## src/core/qtab_pkg.sv

```systemverilog
// Constants shared by both ends of the query burst capability table link
package qtab_pkg;
    // Link widths
    localparam int QT_AW = 9;
    localparam int QT_DW = 16;

    // Query locations
    localparam logic [8:0] QT_ADDR_WIDTH = 9'h028;
    localparam logic [8:0] QT_ADDR_PAGE  = 9'h127;
    localparam logic [8:0] QT_ADDR_NSYNC = 9'h128;
    localparam logic [8:0] QT_ADDR_SYNC0 = 9'h129;
    localparam logic [8:0] QT_ADDR_SYNC3 = 9'h12C;
    localparam logic [8:0] QT_ADDR_NPART = 9'h12D;
    localparam logic [8:0] QT_ADDR_END   = 9'h1FF;

    // Table contents
    localparam logic [7:0]  QT_PAGE_CODE  = 8'h03;
    localparam logic [7:0]  QT_NSYNC      = 8'h04;
    localparam logic [31:0] QT_SYNC_CODES = 32'h0703_0201;
    localparam logic [7:0]  QT_WIDTH_X16  = 8'h01;
    localparam logic [7:0]  QT_NPART      = 8'h01;
    localparam logic [7:0]  QT_NONE       = 8'h00;

    // Burst encodings and sizes
    localparam int         QT_NSYNC_MAX  = 4;
    localparam int         QT_SYNC_BITS  = 3;
    localparam logic [2:0] QT_BURST_CONT = 3'h7;
    localparam logic [8:0] QT_LEN_ONE    = 9'h001;

    // Host discovery steps
    localparam logic [3:0] QT_STEP_WIDTH = 4'h0;
    localparam logic [3:0] QT_STEP_PAGE  = 4'h1;
    localparam logic [3:0] QT_STEP_NSYNC = 4'h2;
    localparam logic [3:0] QT_STEP_SYNC0 = 4'h3;
    localparam logic [3:0] QT_STEP_NPART = 4'h7;
endpackage

```

## src/core/qtab_if.sv

```systemverilog
// Link between the query table device end and the reading host end
`timescale 1ns/10ps
interface qtab_if;
    import qtab_pkg::*;
    logic              req;
    logic [QT_AW-1:0]  addr;
    logic              burst;
    logic [2:0]        bcode;
    logic              busy;
    logic              dvalid;
    logic [QT_DW-1:0]  data;
    logic              dlast;

    modport dev (
        input  req, addr, burst, bcode,
        output busy, dvalid, data, dlast
    );
    modport host (
        output req, addr, burst, bcode,
        input  busy, dvalid, data, dlast
    );
endinterface

```

## src/core/qtab_host.sv

```systemverilog
// Host end: discovers page and burst settings from the query table
`timescale 1ns/10ps
module qtab_host
    import qtab_pkg::*;
(
    // Clock and reset
    input  wire logic              clk,
    input  wire logic              rst_b,
    // Link to device
    qtab_if.host                   lnk,
    // Discovery control
    input  wire logic              disc_start,
    input  wire logic [1:0]        sync_sel,
    output logic                   disc_done,
    output logic                   page_ok,
    output logic [7:0]             page_code,
    output logic [7:0]             data_width,
    output logic                   burst_ok,
    output logic [2:0]             rcr_burst,
    output logic                   rcr_valid,
    output logic                   single_part,
    output logic [7:0]             part_count,
    // User reads
    input  wire logic              rd_start,
    input  wire logic [QT_AW-1:0]  rd_addr,
    input  wire logic              rd_burst,
    output logic                   rd_valid,
    output logic [QT_DW-1:0]       rd_data,
    output logic                   rd_last
);

    typedef enum logic [1:0] {QH_IDLE, QH_ISSUE, QH_WAIT} qtab_hstate_type;

    qtab_hstate_type   state_reg;
    logic              disc_reg;
    logic [3:0]        step_reg;
    logic              req_reg;
    logic [QT_AW-1:0]  addr_reg;
    logic              burst_reg;
    logic [2:0]        bcode_reg;
    logic              done_reg;
    logic [7:0]        width_reg;
    logic [7:0]        page_reg;
    logic [7:0]        nsync_reg;
    logic [7:0]        npart_reg;
    logic [2:0]        sync_code_reg [QT_NSYNC_MAX];
    logic [2:0]        rcr_reg;
    logic              rcr_valid_reg;
    logic              rd_valid_reg;
    logic              rd_last_reg;
    logic [QT_DW-1:0]  rd_data_reg;

    logic [3:0]        step_next;
    logic [QT_AW-1:0]  step_addr;
    logic              got;

    assign got = (state_reg == QH_WAIT) && lnk.dvalid;

    // Step after the current one; sync steps beyond the count are skipped
    always_comb begin
        step_next = step_reg + 4'h1;
        // The count is still on the link here; nsync_reg only takes it on this same edge
        if (step_reg == QT_STEP_NSYNC && lnk.data[7:0] == QT_NONE) begin
            step_next = QT_STEP_NPART;
        end else if (step_reg >= QT_STEP_SYNC0 && step_reg < QT_STEP_NPART
                     && 8'(step_reg - QT_STEP_SYNC0 + 4'h1) >= nsync_reg) begin
            step_next = QT_STEP_NPART;
        end
    end

    always_comb begin
        case (step_reg)
            QT_STEP_WIDTH: step_addr = QT_ADDR_WIDTH;
            QT_STEP_PAGE:  step_addr = QT_ADDR_PAGE;
            QT_STEP_NSYNC: step_addr = QT_ADDR_NSYNC;
            QT_STEP_NPART: step_addr = QT_ADDR_NPART;
            default:       step_addr = QT_ADDR_SYNC0 + 9'(step_reg - QT_STEP_SYNC0);
        endcase
    end

    // Request sequencing: one request at a time, next only after the last word
    always_ff @(posedge clk or negedge rst_b) begin
        if (!rst_b) begin
            state_reg <= QH_IDLE;
            disc_reg  <= 1'b0;
            step_reg  <= QT_STEP_WIDTH;
            req_reg   <= 1'b0;
            addr_reg  <= '0;
            burst_reg <= 1'b0;
            bcode_reg <= '0;
            done_reg  <= 1'b0;
        end else begin
            req_reg <= 1'b0;
            case (state_reg)
                QH_IDLE: begin
                    if (disc_start) begin
                        disc_reg  <= 1'b1;
                        done_reg  <= 1'b0;
                        step_reg  <= QT_STEP_WIDTH;
                        addr_reg  <= QT_ADDR_WIDTH;
                        burst_reg <= 1'b0;
                        state_reg <= QH_ISSUE;
                    end else if (rd_start && done_reg) begin
                        disc_reg  <= 1'b0;
                        addr_reg  <= rd_addr;
                        burst_reg <= rd_burst && burst_ok && rcr_valid_reg;
                        bcode_reg <= rcr_reg;
                        state_reg <= QH_ISSUE;
                    end
                end
                QH_ISSUE: begin
                    if (!lnk.busy) begin
                        req_reg   <= 1'b1;
                        state_reg <= QH_WAIT;
                    end
                end
                QH_WAIT: begin
                    if (got && lnk.dlast) begin
                        if (disc_reg && step_reg != QT_STEP_NPART) begin
                            step_reg  <= step_next;
                            state_reg <= QH_ISSUE;
                        end else begin
                            done_reg  <= done_reg || disc_reg;
                            state_reg <= QH_IDLE;
                        end
                    end
                end
                default: begin
                    state_reg <= QH_IDLE;
                end
            endcase
            // Address of the step being issued goes out with the request pulse
            if (state_reg == QH_ISSUE && disc_reg) begin
                addr_reg <= step_addr;
            end
        end
    end

    // Discovery captures; only the low byte carries the entry
    always_ff @(posedge clk or negedge rst_b) begin
        if (!rst_b) begin
            width_reg <= '0;
            page_reg  <= '0;
            nsync_reg <= '0;
            npart_reg <= '0;
        end else if (got && disc_reg) begin
            case (step_reg)
                QT_STEP_WIDTH: width_reg <= lnk.data[7:0];
                QT_STEP_PAGE:  page_reg  <= lnk.data[7:0];
                QT_STEP_NSYNC: nsync_reg <= lnk.data[7:0];
                QT_STEP_NPART: npart_reg <= lnk.data[7:0];
                default:       npart_reg <= npart_reg;
            endcase
        end
    end

    // One capture slot per sync entry; reserved bits 3-7 are dropped
    for (genvar i = 0; i < QT_NSYNC_MAX; i++) begin : g_sync
        always_ff @(posedge clk or negedge rst_b) begin
            if (!rst_b) begin
                sync_code_reg[i] <= '0;
            end else if (got && disc_reg && step_reg == 4'(QT_STEP_SYNC0 + i)) begin
                sync_code_reg[i] <= lnk.data[QT_SYNC_BITS-1:0];
            end
        end
    end

    // Config code is applied as-is only at the maximum word width
    always_ff @(posedge clk or negedge rst_b) begin
        if (!rst_b) begin
            rcr_reg       <= '0;
            rcr_valid_reg <= 1'b0;
        end else begin
            rcr_reg       <= sync_code_reg[sync_sel];
            rcr_valid_reg <= done_reg && (width_reg == QT_WIDTH_X16)
                             && (8'(sync_sel) < nsync_reg);
        end
    end

    // User read data forwarding
    always_ff @(posedge clk or negedge rst_b) begin
        if (!rst_b) begin
            rd_valid_reg <= 1'b0;
            rd_last_reg  <= 1'b0;
            rd_data_reg  <= '0;
        end else begin
            rd_valid_reg <= got && !disc_reg;
            rd_last_reg  <= got && !disc_reg && lnk.dlast;
            rd_data_reg  <= lnk.data;
        end
    end

    assign lnk.req     = req_reg;
    assign lnk.addr    = addr_reg;
    assign lnk.burst   = burst_reg;
    assign lnk.bcode   = bcode_reg;
    assign disc_done   = done_reg;
    assign page_ok     = done_reg && (page_reg != QT_NONE);
    assign page_code   = page_reg;
    assign data_width  = width_reg;
    assign burst_ok    = done_reg && (nsync_reg != QT_NONE);
    assign rcr_burst   = rcr_reg;
    assign rcr_valid   = rcr_valid_reg;
    assign single_part = done_reg && (npart_reg == QT_NONE);
    assign part_count  = npart_reg;
    assign rd_valid    = rd_valid_reg;
    assign rd_last     = rd_last_reg;
    assign rd_data     = rd_data_reg;

endmodule // qtab_host

```

## src/flat_wrapper.sv

```systemverilog
// flat-port wrapper written by rule: the top's interface ports become plain ports
module qtab_host_flat import qtab_pkg::*;
  (clk, rst_b, disc_start, sync_sel, disc_done, page_ok, page_code, data_width, burst_ok, rcr_burst, rcr_valid, single_part, part_count, rd_start, rd_addr, rd_burst, rd_valid, rd_data, rd_last, lnk_req, lnk_addr, lnk_burst, lnk_bcode, lnk_busy, lnk_dvalid, lnk_data, lnk_dlast);
  qtab_if lnk_i ();
  input  wire logic clk;
  input  wire logic rst_b;
  input  wire logic disc_start;
  input  wire logic [1:0] sync_sel;
  output logic disc_done;
  output logic page_ok;
  output logic [7:0] page_code;
  output logic [7:0] data_width;
  output logic burst_ok;
  output logic [2:0] rcr_burst;
  output logic rcr_valid;
  output logic single_part;
  output logic [7:0] part_count;
  input  wire logic rd_start;
  input  wire logic [QT_AW-1:0] rd_addr;
  input  wire logic rd_burst;
  output logic rd_valid;
  output logic [QT_DW-1:0] rd_data;
  output logic rd_last;
  output wire logic [$bits(lnk_i.req)-1:0] lnk_req;
  output wire logic [$bits(lnk_i.addr)-1:0] lnk_addr;
  output wire logic [$bits(lnk_i.burst)-1:0] lnk_burst;
  output wire logic [$bits(lnk_i.bcode)-1:0] lnk_bcode;
  input wire logic [$bits(lnk_i.busy)-1:0] lnk_busy;
  input wire logic [$bits(lnk_i.dvalid)-1:0] lnk_dvalid;
  input wire logic [$bits(lnk_i.data)-1:0] lnk_data;
  input wire logic [$bits(lnk_i.dlast)-1:0] lnk_dlast;
  assign lnk_req = lnk_i.req;
  assign lnk_addr = lnk_i.addr;
  assign lnk_burst = lnk_i.burst;
  assign lnk_bcode = lnk_i.bcode;
  assign lnk_i.busy = lnk_busy;
  assign lnk_i.dvalid = lnk_dvalid;
  assign lnk_i.data = lnk_data;
  assign lnk_i.dlast = lnk_dlast;
  qtab_host u_core (.clk(clk), .rst_b(rst_b), .lnk(lnk_i), .disc_start(disc_start), .sync_sel(sync_sel), .disc_done(disc_done), .page_ok(page_ok), .page_code(page_code), .data_width(data_width), .burst_ok(burst_ok), .rcr_burst(rcr_burst), .rcr_valid(rcr_valid), .single_part(single_part), .part_count(part_count), .rd_start(rd_start), .rd_addr(rd_addr), .rd_burst(rd_burst), .rd_valid(rd_valid), .rd_data(rd_data), .rd_last(rd_last));
endmodule
```

## config.mk

```make
export PLATFORM = sky130hd
export DESIGN_NAME = qtab_host_flat
export DESIGN_NICKNAME = d
export VERILOG_FILES = /design/src/core/qtab_pkg.sv /design/src/core/qtab_if.sv /design/src/core/qtab_host.sv /design/src/flat_wrapper.sv
export SDC_FILE = /design/constraint.sdc
export NUM_CORES = 1
export LEC_CHECK = 0
export CORE_ASPECT_RATIO = 1.75
export CORE_MARGIN = 2
export CORE_UTILIZATION = 39
export CTS_BUF_LIST = sky130_fd_sc_hd__clkbuf_16
export CTS_CLUSTER_DIAMETER = 30
export CTS_CLUSTER_SIZE = 40
export DETAILED_ROUTE_END_ITERATION = 12
export DONT_BUFFER_PORTS = 1
export GPL_TIMING_DRIVEN = 1
export MAX_ROUTING_LAYER = met4
export SLEW_MARGIN = 5
export SYNTH_ARGS = -nofsm -noshare
export SYNTH_HDL_FRONTEND = slang
export SYNTH_SLANG_ARGS = --single-unit
```

## constraint.sdc

```tcl
create_clock -name clk -period 3.8 [get_ports clk]
set_input_delay 0.76 -clock clk [delete_from_list [all_inputs] [get_ports clk]]
set_output_delay 0.76 -clock clk [all_outputs]
set_load 0.02 [all_outputs]
```

Yosys cells after proc, flatten, opt, wreduce, memory -nomap -nowiden
Cells that the tools add are included.
{"block": "op_classes", "add_sub_neg": 5, "order_cmp": 5, "eq_ne": 17, "n_mux": 30, "bitwise_logic": 2, "n_reduce_logical": 44}
{"cell": "$mux W9", "count": 4}
{"cell": "$pmux W9 S4", "count": 1}
{"cell": "$logic_and A1 B1 Y1", "count": 22}
{"cell": "$mux W4", "count": 5}
{"cell": "$eq A4 B3 Y1 const B", "count": 4}
{"cell": "$logic_not A8 Y1", "count": 2}
{"cell": "$reduce_bool A8 Y1", "count": 2}
{"cell": "$reduce_and A2 Y1", "count": 6}
{"cell": "$mux W1", "count": 10}
{"cell": "$ne A2 B2 Y1 const B", "count": 5}
{"cell": "$sub A4 B2 Y5 const B", "count": 2}
{"cell": "$add A9 B9 Y9 const A", "count": 1}
{"cell": "$add A8 B1 Y8 const B", "count": 1}
{"cell": "$eq A4 B2 Y1 const B", "count": 2}
{"cell": "$eq A8 B1 Y1 const B", "count": 1}
{"cell": "$ge A8 B8 Y1", "count": 1}
{"cell": "$lt A2 B8 Y1", "count": 1}
{"cell": "$mux W2", "count": 4}
{"cell": "$pmux W4 S2", "count": 1}
{"cell": "$reduce_and A4 Y1", "count": 2}
{"cell": "$bmux W3 S2", "count": 1}
{"cell": "$mux W3", "count": 2}
{"cell": "$pmux W2 S3", "count": 1}
{"cell": "$reduce_and A3 Y1", "count": 2}
{"cell": "other kinds (18)", "count": 20}
{"block": "totals", "regBits": 88, "inputBits": 35, "output_inout_bits": 64, "word_cells": 124}

Logic depth before layout (Yosys ltp)
Gate-level depths: netlist of the first run.
{"block": "logic_depth", "depth_word": 9, "mapped_depth": 13, "depth_no_buf": 12}

Worst setup path before layout of the first run
OpenSTA, ideal clock, no wires.
{"block": "synth_timing", "path_kind": "reg2reg", "start": "register u_core.step_reg[0]", "end": "register u_core.step_reg[3]", "setup_ps": 142, "arrival_time_ps": 2628, "t_required_ps": 3658, "slack_ps": 1030, "stages_incl_launch_ff": 14, "n_path_buf": 1, "synth_period_minus_slack_ps": 2770, "cell_sequence": "dfrtp_1 > clkbuf_1 > inv_1 > ha_1 > inv_1 > mux2i_1 > a21oi_1 > xnor2_1 > ha_1 > o21ai_0 > a21oi_1 > a21oi_1 > a311oi_1 > o21ai_0"}
{"block": "synth_via", "elab_chain_cells": 9, "elab_cells_between_ends": 19, "cone_classes": "add/sub: 3; order compare: 3; eq/ne: 3; mux: 5; reduce/logical: 5"}
{"element": "start, declared", "line": "qtab_host.sv:36", "rtl": "logic [3:0] step_reg;"}
{"element": "start signal, assigned", "line": "qtab_host.sv:120", "rtl": "step_reg <= step_next;"}
{"element": "$sub A4 B2 Y5", "line": "qtab_host.sv:66", "rtl": "&& 8'(step_reg - QT_STEP_SYNC0 + 4'h1) >= nsync_reg) begin"}
{"element": "$add A8 B1 Y8", "line": "qtab_host.sv:66"}
{"element": "$ge A8 B8 Y1", "line": "qtab_host.sv:66"}
{"element": "$logic_and A1 B1 Y1", "line": "qtab_host.sv:66"}
{"element": "$mux W4", "line": "qtab_host.sv:65", "rtl": "end else if (step_reg >= QT_STEP_SYNC0 && step_reg < QT_STEP_NPART"}
{"element": "$mux W4", "line": "qtab_host.sv:63", "rtl": "if (step_reg == QT_STEP_NSYNC && lnk.data[7:0] == QT_NONE) begin"}
{"element": "$mux W4", "line": "qtab_host.sv:119", "rtl": "if (disc_reg && step_reg != QT_STEP_NPART) begin"}
{"element": "$mux W4", "line": "qtab_host.sv:118", "rtl": "if (got && lnk.dlast) begin"}
{"element": "$pmux W4 S2", "line": "qtab_host.sv:94", "rtl": "case (state_reg)"}
Several ways; a longest one is shown, not always the timed one. The select of a mux whose other input is x is not followed.
A chain may end at the register's enable or synchronous reset.

Worst setup path in the final report of the first run
Same ends and word-level chain as after synthesis.

==> flow_metrics.py, run 1 <==
metrics = {
    "sta": {
        "setup_viol": 0,
        "drv_slew": 0,
        "slew_headroom": 0.413,
        "fmax_mhz": 318,
        "hold_violations": 0,
        "finalCriticalPeriod_ns": 3.15,
        "tightest_slew_ns": 0.873,
        "fin_tns_setup_ns": 0,
        "fin_crit_sh": 0.828,
        "clock-skew-final_ns": 0.00880,
        "rsz0062_at_grt": "false",
        "setup_ws_ns": 0.655,
    },
    "layout": {
        "fin_cells": 461,
        "drive_gt1_frac": 0.223,
        "final_common_cell": "dfrtp_1",
        "nets": 380,
        "diodes": 0,
        "syn_to_final_growth_pct": 9.91,
        "largest_reg_flops": 16,
        "final_cell_mix": "88 x dfrtp_1, 46 x mux2_2, 23 x nand2_1",
    },
    "clocking": {
        "root_buffer": "clkbuf_16",
        "cts_sinks": 88,
        "clk_pin_slew_ns": 0.07,
        "cts_tree": "yes",
        "clk_path_buf_depth": 2,
        "cts_buffers": 9,
        "clk_latency_ns": 0.34,
        "cts_hold_buf": 0,
        "htreeDepth": 3,
        "cts_setup_buffers": 0,
        "cts_resized": 0,
    },
    "floorplanning": {
        "die_x_um": 80.6,
        "fp.dieArea_sq_mm": 0.0111,
        "initial_utilization": 0.404,
        "fp.dieH_um": 138,
        "io_pins": 99,
        "rows": 48,
        "core_sq_mm": 0.00991,
    },
    "pwr": {
        "power_mw": 2.83,
        "ir_worst_vdd_mv": 0.408,
        "power_density_mw_per_mm2": 644,
        "leakage_nw": 2.04,
    },
    "setup_path": {
        "crit_chain": "inv_1, ha_1, inv_1, mux2i_1, a21oi_1, xnor2_1, ha_1, o21ai_0, a21oi_1, a21oi_1, a311oi_1, o21ai_0",
        "crit_top_cell": "a21oi_1",
        "worstPathArrival_ns": 3.34,
        "max_stage_delay_ns": 0.51,
        "end_kind": "flip-flop",
        "start_kind": "flip-flop",
        "cp.required_ns": 4.00,
        "crit_type": "reg -> reg",
        "cp_slowest_cell": "dfrtp_1",
        "crit_path_max_fanout": 9,
    },
    "global_routing": {
        "busiest_layer": "met2",
        "grt-ovfl-total": 0,
        "grt_pass1_vias": 2817,
        "gr-usage-met1": 0.199,
        "grt_pass1_wl_um": 14400,
        "grt_usage": 0.178,
        "grt_max_degree": 89,
        "use_met2": 0.296,
        "use_met3": 0.0566,
        "antenna_found_initial": 0,
    },
    "place": {
        "place_hpwl_um": 6470,
        "io_buffers": 0,
        "gp_congestion": 0.851,
        "dp.cells": 445,
        "place_ws_ns": 0.702,
    },
    "synth": {
        "syn_nets": 380,
        "synthMuxAreaShare": 0.159,
        "synth_edf_count": 0,
        "syn_area_sq_mm": 0.00400,
        "syn_avg_cell_area_sq_um": 12.1,
        "synth.distinct_cells": 57,
        "synth_cells": 331,
        "synth_fa_ha_area_frac": 0.0438,
        "async_flop_share": 1.00,
        "synth-simple-area-share": 0.102,
        "synth_seq_cells": 88,
        "synth_compound_area_frac": 0.103,
        "synth-seq-area-share": 0.550,
        "yosysWarnings": 0,
        "synthFlopType": "dfrtp_1",
        "synth-xor-area-share": 0.0109,
        "synth_top_family_by_area": "multiplexers",
    },
    "routing": {
        "wire_per_inst_um": 19.0,
        "wirelength_um": 8780,
        "dr.pass1.iters": 4,
        "drt_iter0_drc": 219,
        "ant_nets": 0,
        "drc": 0,
        "via_per_inst": 5.67,
        "vias": 2616,
    },
    "run_status": {
        "outcome": "finished, final reports clean",
    },
    "job": {
        "max_cap_viol_count": 0,
    },
    "hold_path": {
        "min_path_type": "in -> async",
    },
}
final cells by class:
cell class | count | area [sq um]
Sequential cell | 88 | 2200
Timing Repair Buffer | 1 | 7.51
Tap cell | 125 | 156
Fill cell | 937 | 5510
Clock inverter | 7 | 62.6
Multi-Input combinational cell | 213 | 1680
Clock buffer | 9 | 225
Inverter | 18 | 67.6
cells in the mapped netlist, types with 5 or more instances:
cell type | number | area share
dfrtp_1 | 88 | 0.55
mux2_2 | 46 | 0.13
nand2_1 | 23 | 0.022
a21oi_1 | 18 | 0.023
inv_1 | 18 | 0.017
nor2_1 | 16 | 0.015
ha_1 | 14 | 0.044
o21ai_0 | 10 | 0.013
nor4_1 | 7 | 0.011
clkbuf_1 | 6 | 0.0056
nand3_1 | 5 | 0.0063
worst max-delay path, delay by kind of cell, from the launching register on:
family	cells	cell delay (ns)
XOR/XNOR	1	0.12
AO/OA/AOI/OAI	6	1.21
flip-flops	1	0.51
buffers and inverters	2	0.32
adder cells (fa/ha/maj)	2	0.70
multiplexers	1	0.12
layer usage:
metal / up-vias / wire length [um] / share of wire
li1: 1196 / - / -
met1: 1299 / 3400 / 0.39
met2: 107 / 4590 / 0.52
met3: 14 / 588 / 0.067
met4: 0 / 194 / 0.022
met5: - / 0 / 0
where the power goes:
part | internal, mW | switching (mW)
Sequential | 1.10 | 0.297
Clock | 0.458 | 0.392
Combinational | 0.279 | 0.308
Total | 1.83 | 0.997
path summary, 6_finish.rpt:
path | start | endpoint | slack [ns] | cells past startpoint
max | u_core.step_reg[0]$_DFFE_PN0P_ | u_core.step_reg[3]$_DFFE_PN0P_ | 0.65 | 12
min | rst_b | u_core.rd_data[15]$_DFF_PN0_ | 0.11 | 0
max reg2reg | u_core.step_reg[0]$_DFFE_PN0P_ | u_core.step_reg[3]$_DFFE_PN0P_ | 0.65 | 12
min reg2reg | u_core.sync_code_reg[4]$_DFFE_PN0P_ | u_core.sync_code_reg[4]$_DFFE_PN0P_ | 0.50 | 1
max in group asynchronous | rst_b | u_core.sync_code_reg[7]$_DFFE_PN0P_ | 3.55 | 0
min in group clk | lnk_data[11] | u_core.rd_data[11]$_DFF_PN0_ | 0.44 | 0
cell families (layout without fill, tap and decap cells):
logic type	count (synthesis)	count (layout)
XOR/XNOR	5	5
AND/OR/NAND/NOR	78	78
AO/OA/AOI/OAI	62	62
buffers and inverters	30	35
adder cells (fa/ha/maj)	14	14
flip-flops	88	88
multiplexers	54	54
through the flow:
| stage | hold slack, ns | util | cell area (sq um) |
|---|---|---|---|
| final | 0.108 | 0.444 | 4400 |
| after global routing | 0.0870 | 0.444 | 4400 |
| after CTS | 0.0968 | 0.444 | 4400 |
| after detailed placement | 0.466 | 0.415 | 4110 |
| after global placement | 0.466 | 0.415 | 4110 |
| after floorplan | 0.464 | - | 4000 |
Note: power is estimated with default switching activity, not from simulation.
==> run 2: changes to the inputs <==
Settings changed: ABC_AREA set to 1.
Clock period 3.8 ns to 3.1 ns, I/O delays scaled along.
==> flow_metrics.py, run 2 <==
metrics = {
    "floorplanning": {
        "io_pins": 99,
        "fp.dieH_um": 139,
        "core_sq_mm": 0.0102,
        "die_x_um": 81.1,
        "initial_utilization": 0.399,
        "fp.dieArea_sq_mm": 0.0113,
        "rows": 49,
    },
    "routing": {
        "dr.pass1.iters": 4,
        "wirelength_um": 9890,
        "ant_nets": 0,
        "drc": 0,
        "wire_per_inst_um": 16.6,
        "via_per_inst": 5.09,
        "drt_iter0_drc": 136,
        "vias": 3035,
    },
    "clocking": {
        "cts_buffers": 9,
        "clk_pin_slew_ns": 0.06,
        "clk_latency_ns": 0.34,
        "htreeDepth": 3,
        "cts_resized": 0,
        "cts_setup_buffers": 0,
        "cts_tree": "yes",
        "cts_sinks": 88,
        "root_buffer": "clkbuf_16",
        "clk_path_buf_depth": 2,
    },
    "synth": {
        "synth-seq-area-share": 0.543,
        "synth.area.top_cells": "dfrtp_1 54%, nand2_1 10%, inv_1 5.1%",
        "synth.distinct_cells": 36,
        "synth_cells": 456,
        "synth_seq_cells": 88,
        "synth_edf_count": 0,
        "syn_area_sq_mm": 0.00406,
        "synth.most_common_cell": "nand2_1",
        "yosys.area.top_type": "dfrtp_1",
        "syn_avg_cell_area_sq_um": 8.90,
        "syn_nets": 505,
        "synth_commonest_cells": "109 x nand2_1, 88 x dfrtp_1, 55 x inv_1",
        "async_flop_share": 1.00,
        "synthFlopType": "dfrtp_1",
        "synth_top_area_frac": 0.543,
        "yosysWarnings": 0,
    },
    "sta": {
        "clock-skew-final_ns": 0.00698,
        "fmax_mhz": 398,
        "fin_crit_sh": 0.810,
        "slew_headroom": 0.568,
        "setup_viol": 0,
        "fin_tns_setup_ns": 0,
        "rsz0062_at_grt": "false",
        "hold_violations": 0,
        "whs_ns": 0.159,
        "drv_slew": 0,
        "tightest_slew_ns": 0.642,
        "finalCriticalPeriod_ns": 2.51,
    },
    "pwr": {
        "power_density_mw_per_mm2": 958,
        "swShare": 0.406,
        "p_int_mw": 2.59,
        "leakage_nw": 2.24,
        "p_clk_frac": 0.278,
        "seq_power_share": 0.433,
        "power_frac_comb": 0.289,
        "switching_power_mw": 1.77,
        "ir_worst_vdd_mv": 0.583,
    },
    "place": {
        "place_hpwl_um": 7500,
        "io_buffers": 0,
        "gp_congestion": 0.873,
        "dp.cells": 579,
    },
    "setup_path": {
        "end_kind": "flip-flop",
        "crit_type": "reg -> reg",
        "worstPathArrival_ns": 2.74,
        "crit-reg2reg-launch": "u_core.step_reg[0]$_DFFE_PN0P_",
        "crit_start": "u_core.step_reg[0]$_DFFE_PN0P_",
        "worst-path-buf-inv": 4,
        "critPathTopFamily": "simple AND/OR/NAND/NOR gates",
        "cp.depth": 19,
        "crit_chain": "ha_1, inv_1, nand2_1, nand2_1, inv_1, or2_2, nand2_1, inv_1, ha_1, nand2_1, inv_1, nand2_1, nand2_1, nand2_1, nand2_1, nand2_1, nand2_1, nand2_1, nand2_1",
        "cp.required_ns": 3.33,
        "start_kind": "flip-flop",
        "cp_slowest_cell": "dfrtp_1",
        "crit_top_cell": "nand2_1",
        "crit_path_max_fanout": 6,
        "r2r_cells": 19,
        "max_stage_delay_ns": 0.45,
    },
    "layout": {
        "fillCellCount": 1029,
        "diodes": 0,
        "final_common_cell": "nand2_1",
        "seqCellArea_sq_mm": 0.00220,
        "syn_to_final_growth_pct": 12.1,
        "largest_reg_flops": 16,
        "drive_gt1_frac": 0.0917,
        "fin_cells": 596,
        "nets": 513,
        "final_cell_mix": "109 x nand2_1, 88 x dfrtp_1, 55 x inv_1",
        "multiInputGateArea_sq_mm": 0.00159,
    },
    "global_routing": {
        "grt_pass1_wl_um": 16100,
        "grt_pass1_vias": 3231,
        "antenna_found_initial": 0,
        "grt_usage": 0.197,
        "grt_max_degree": 89,
        "grt-ovfl-total": 0,
    },
    "run_status": {
        "outcome": "finished, final reports clean",
    },
    "hold_path": {
        "min_path_type": "in -> async",
    },
    "job": {
        "max_cap_viol_count": 0,
    },
}
## run 2: final timing paths
path | end | slack [ns]
max | u_core.step_reg[1]$_DFFE_PN0P_ | 0.59
min | u_core.step_reg[1]$_DFFE_PN0P_ | 0.16
max reg2reg | u_core.step_reg[1]$_DFFE_PN0P_ | 0.59
min reg2reg | u_core.nsync_reg[7]$_DFFE_PN0P_ | 0.50
max in group asynchronous | u_core.page_code[6]$_DFFE_PN0P_ | 2.55
min in group clk | u_core.rd_data[9]$_DFF_PN0_ | 0.30
## run 2: per-layer routing
layer | up-vias | global-route usage | part of all wire
met5 | - | - | 0
met4 | 0 | 0.0856 | 0.033
met3 | 21 | 0.0527 | 0.052
met2 | 88 | 0.344 | 0.55
met1 | 1437 | 0.199 | 0.37
li1 | 1489 | - | -
## run 2: cell families (layout without fill, tap and decap cells)
| group | after synthesis | in the layout | share of synthesized area |
|---|---|---|---|
| DFF | 88 | 88 | 0.543 |
| adders and majority gates | 14 | 14 | 0.0432 |
| buffers and inverters | 66 | 79 | 0.0660 |
| and+or+nand+nor | 204 | 204 | 0.234 |
| xor gates and xnor gates | 2 | 2 | 0.00432 |
| AOI/OAI and AO/OA | 82 | 82 | 0.110 |
## run 2: metrics by stage
stage	util	cell area (sq um)	setup WS, ns	power [mW]
floorplan	-	4060	0.865	2.82
global placement	0.411	4190	0.673	3.12
detailed placement	0.411	4190	0.570	3.17
CTS	0.447	4550	0.566	4.42
global route	0.447	4550	0.282	4.72
finish	0.447	4550	0.590	4.36
## run 2: power groups by stage
stage | clock [mW] | combinational [mW] | sequential [mW]
floorplan | 0 | 0.988 | 1.83
global placement | 0 | 1.21 | 1.91
detailed placement | 0 | 1.25 | 1.92
CTS | 1.24 | 1.28 | 1.90
global route | 1.29 | 1.49 | 1.94
finish | 1.21 | 1.26 | 1.89
## run 2: area by class of cell
| class | instances | share of cell area |
|---|---|---|
| inverter | 61 | 0.0509 |
| clock buffer | 9 | 0.0495 |
| tap | 127 | 0.0349 |
| clock inverter | 7 | 0.0237 |
| timing repair buffer | 2 | 0.00770 |
| multi-input combinational | 302 | 0.349 |
| sequential | 88 | 0.484 |
## run 2: timing repair
item,in CTS,in global routing
hold endpoints to repair,88,0
setup endpoints to repair,0,0
hold buffers,1,0
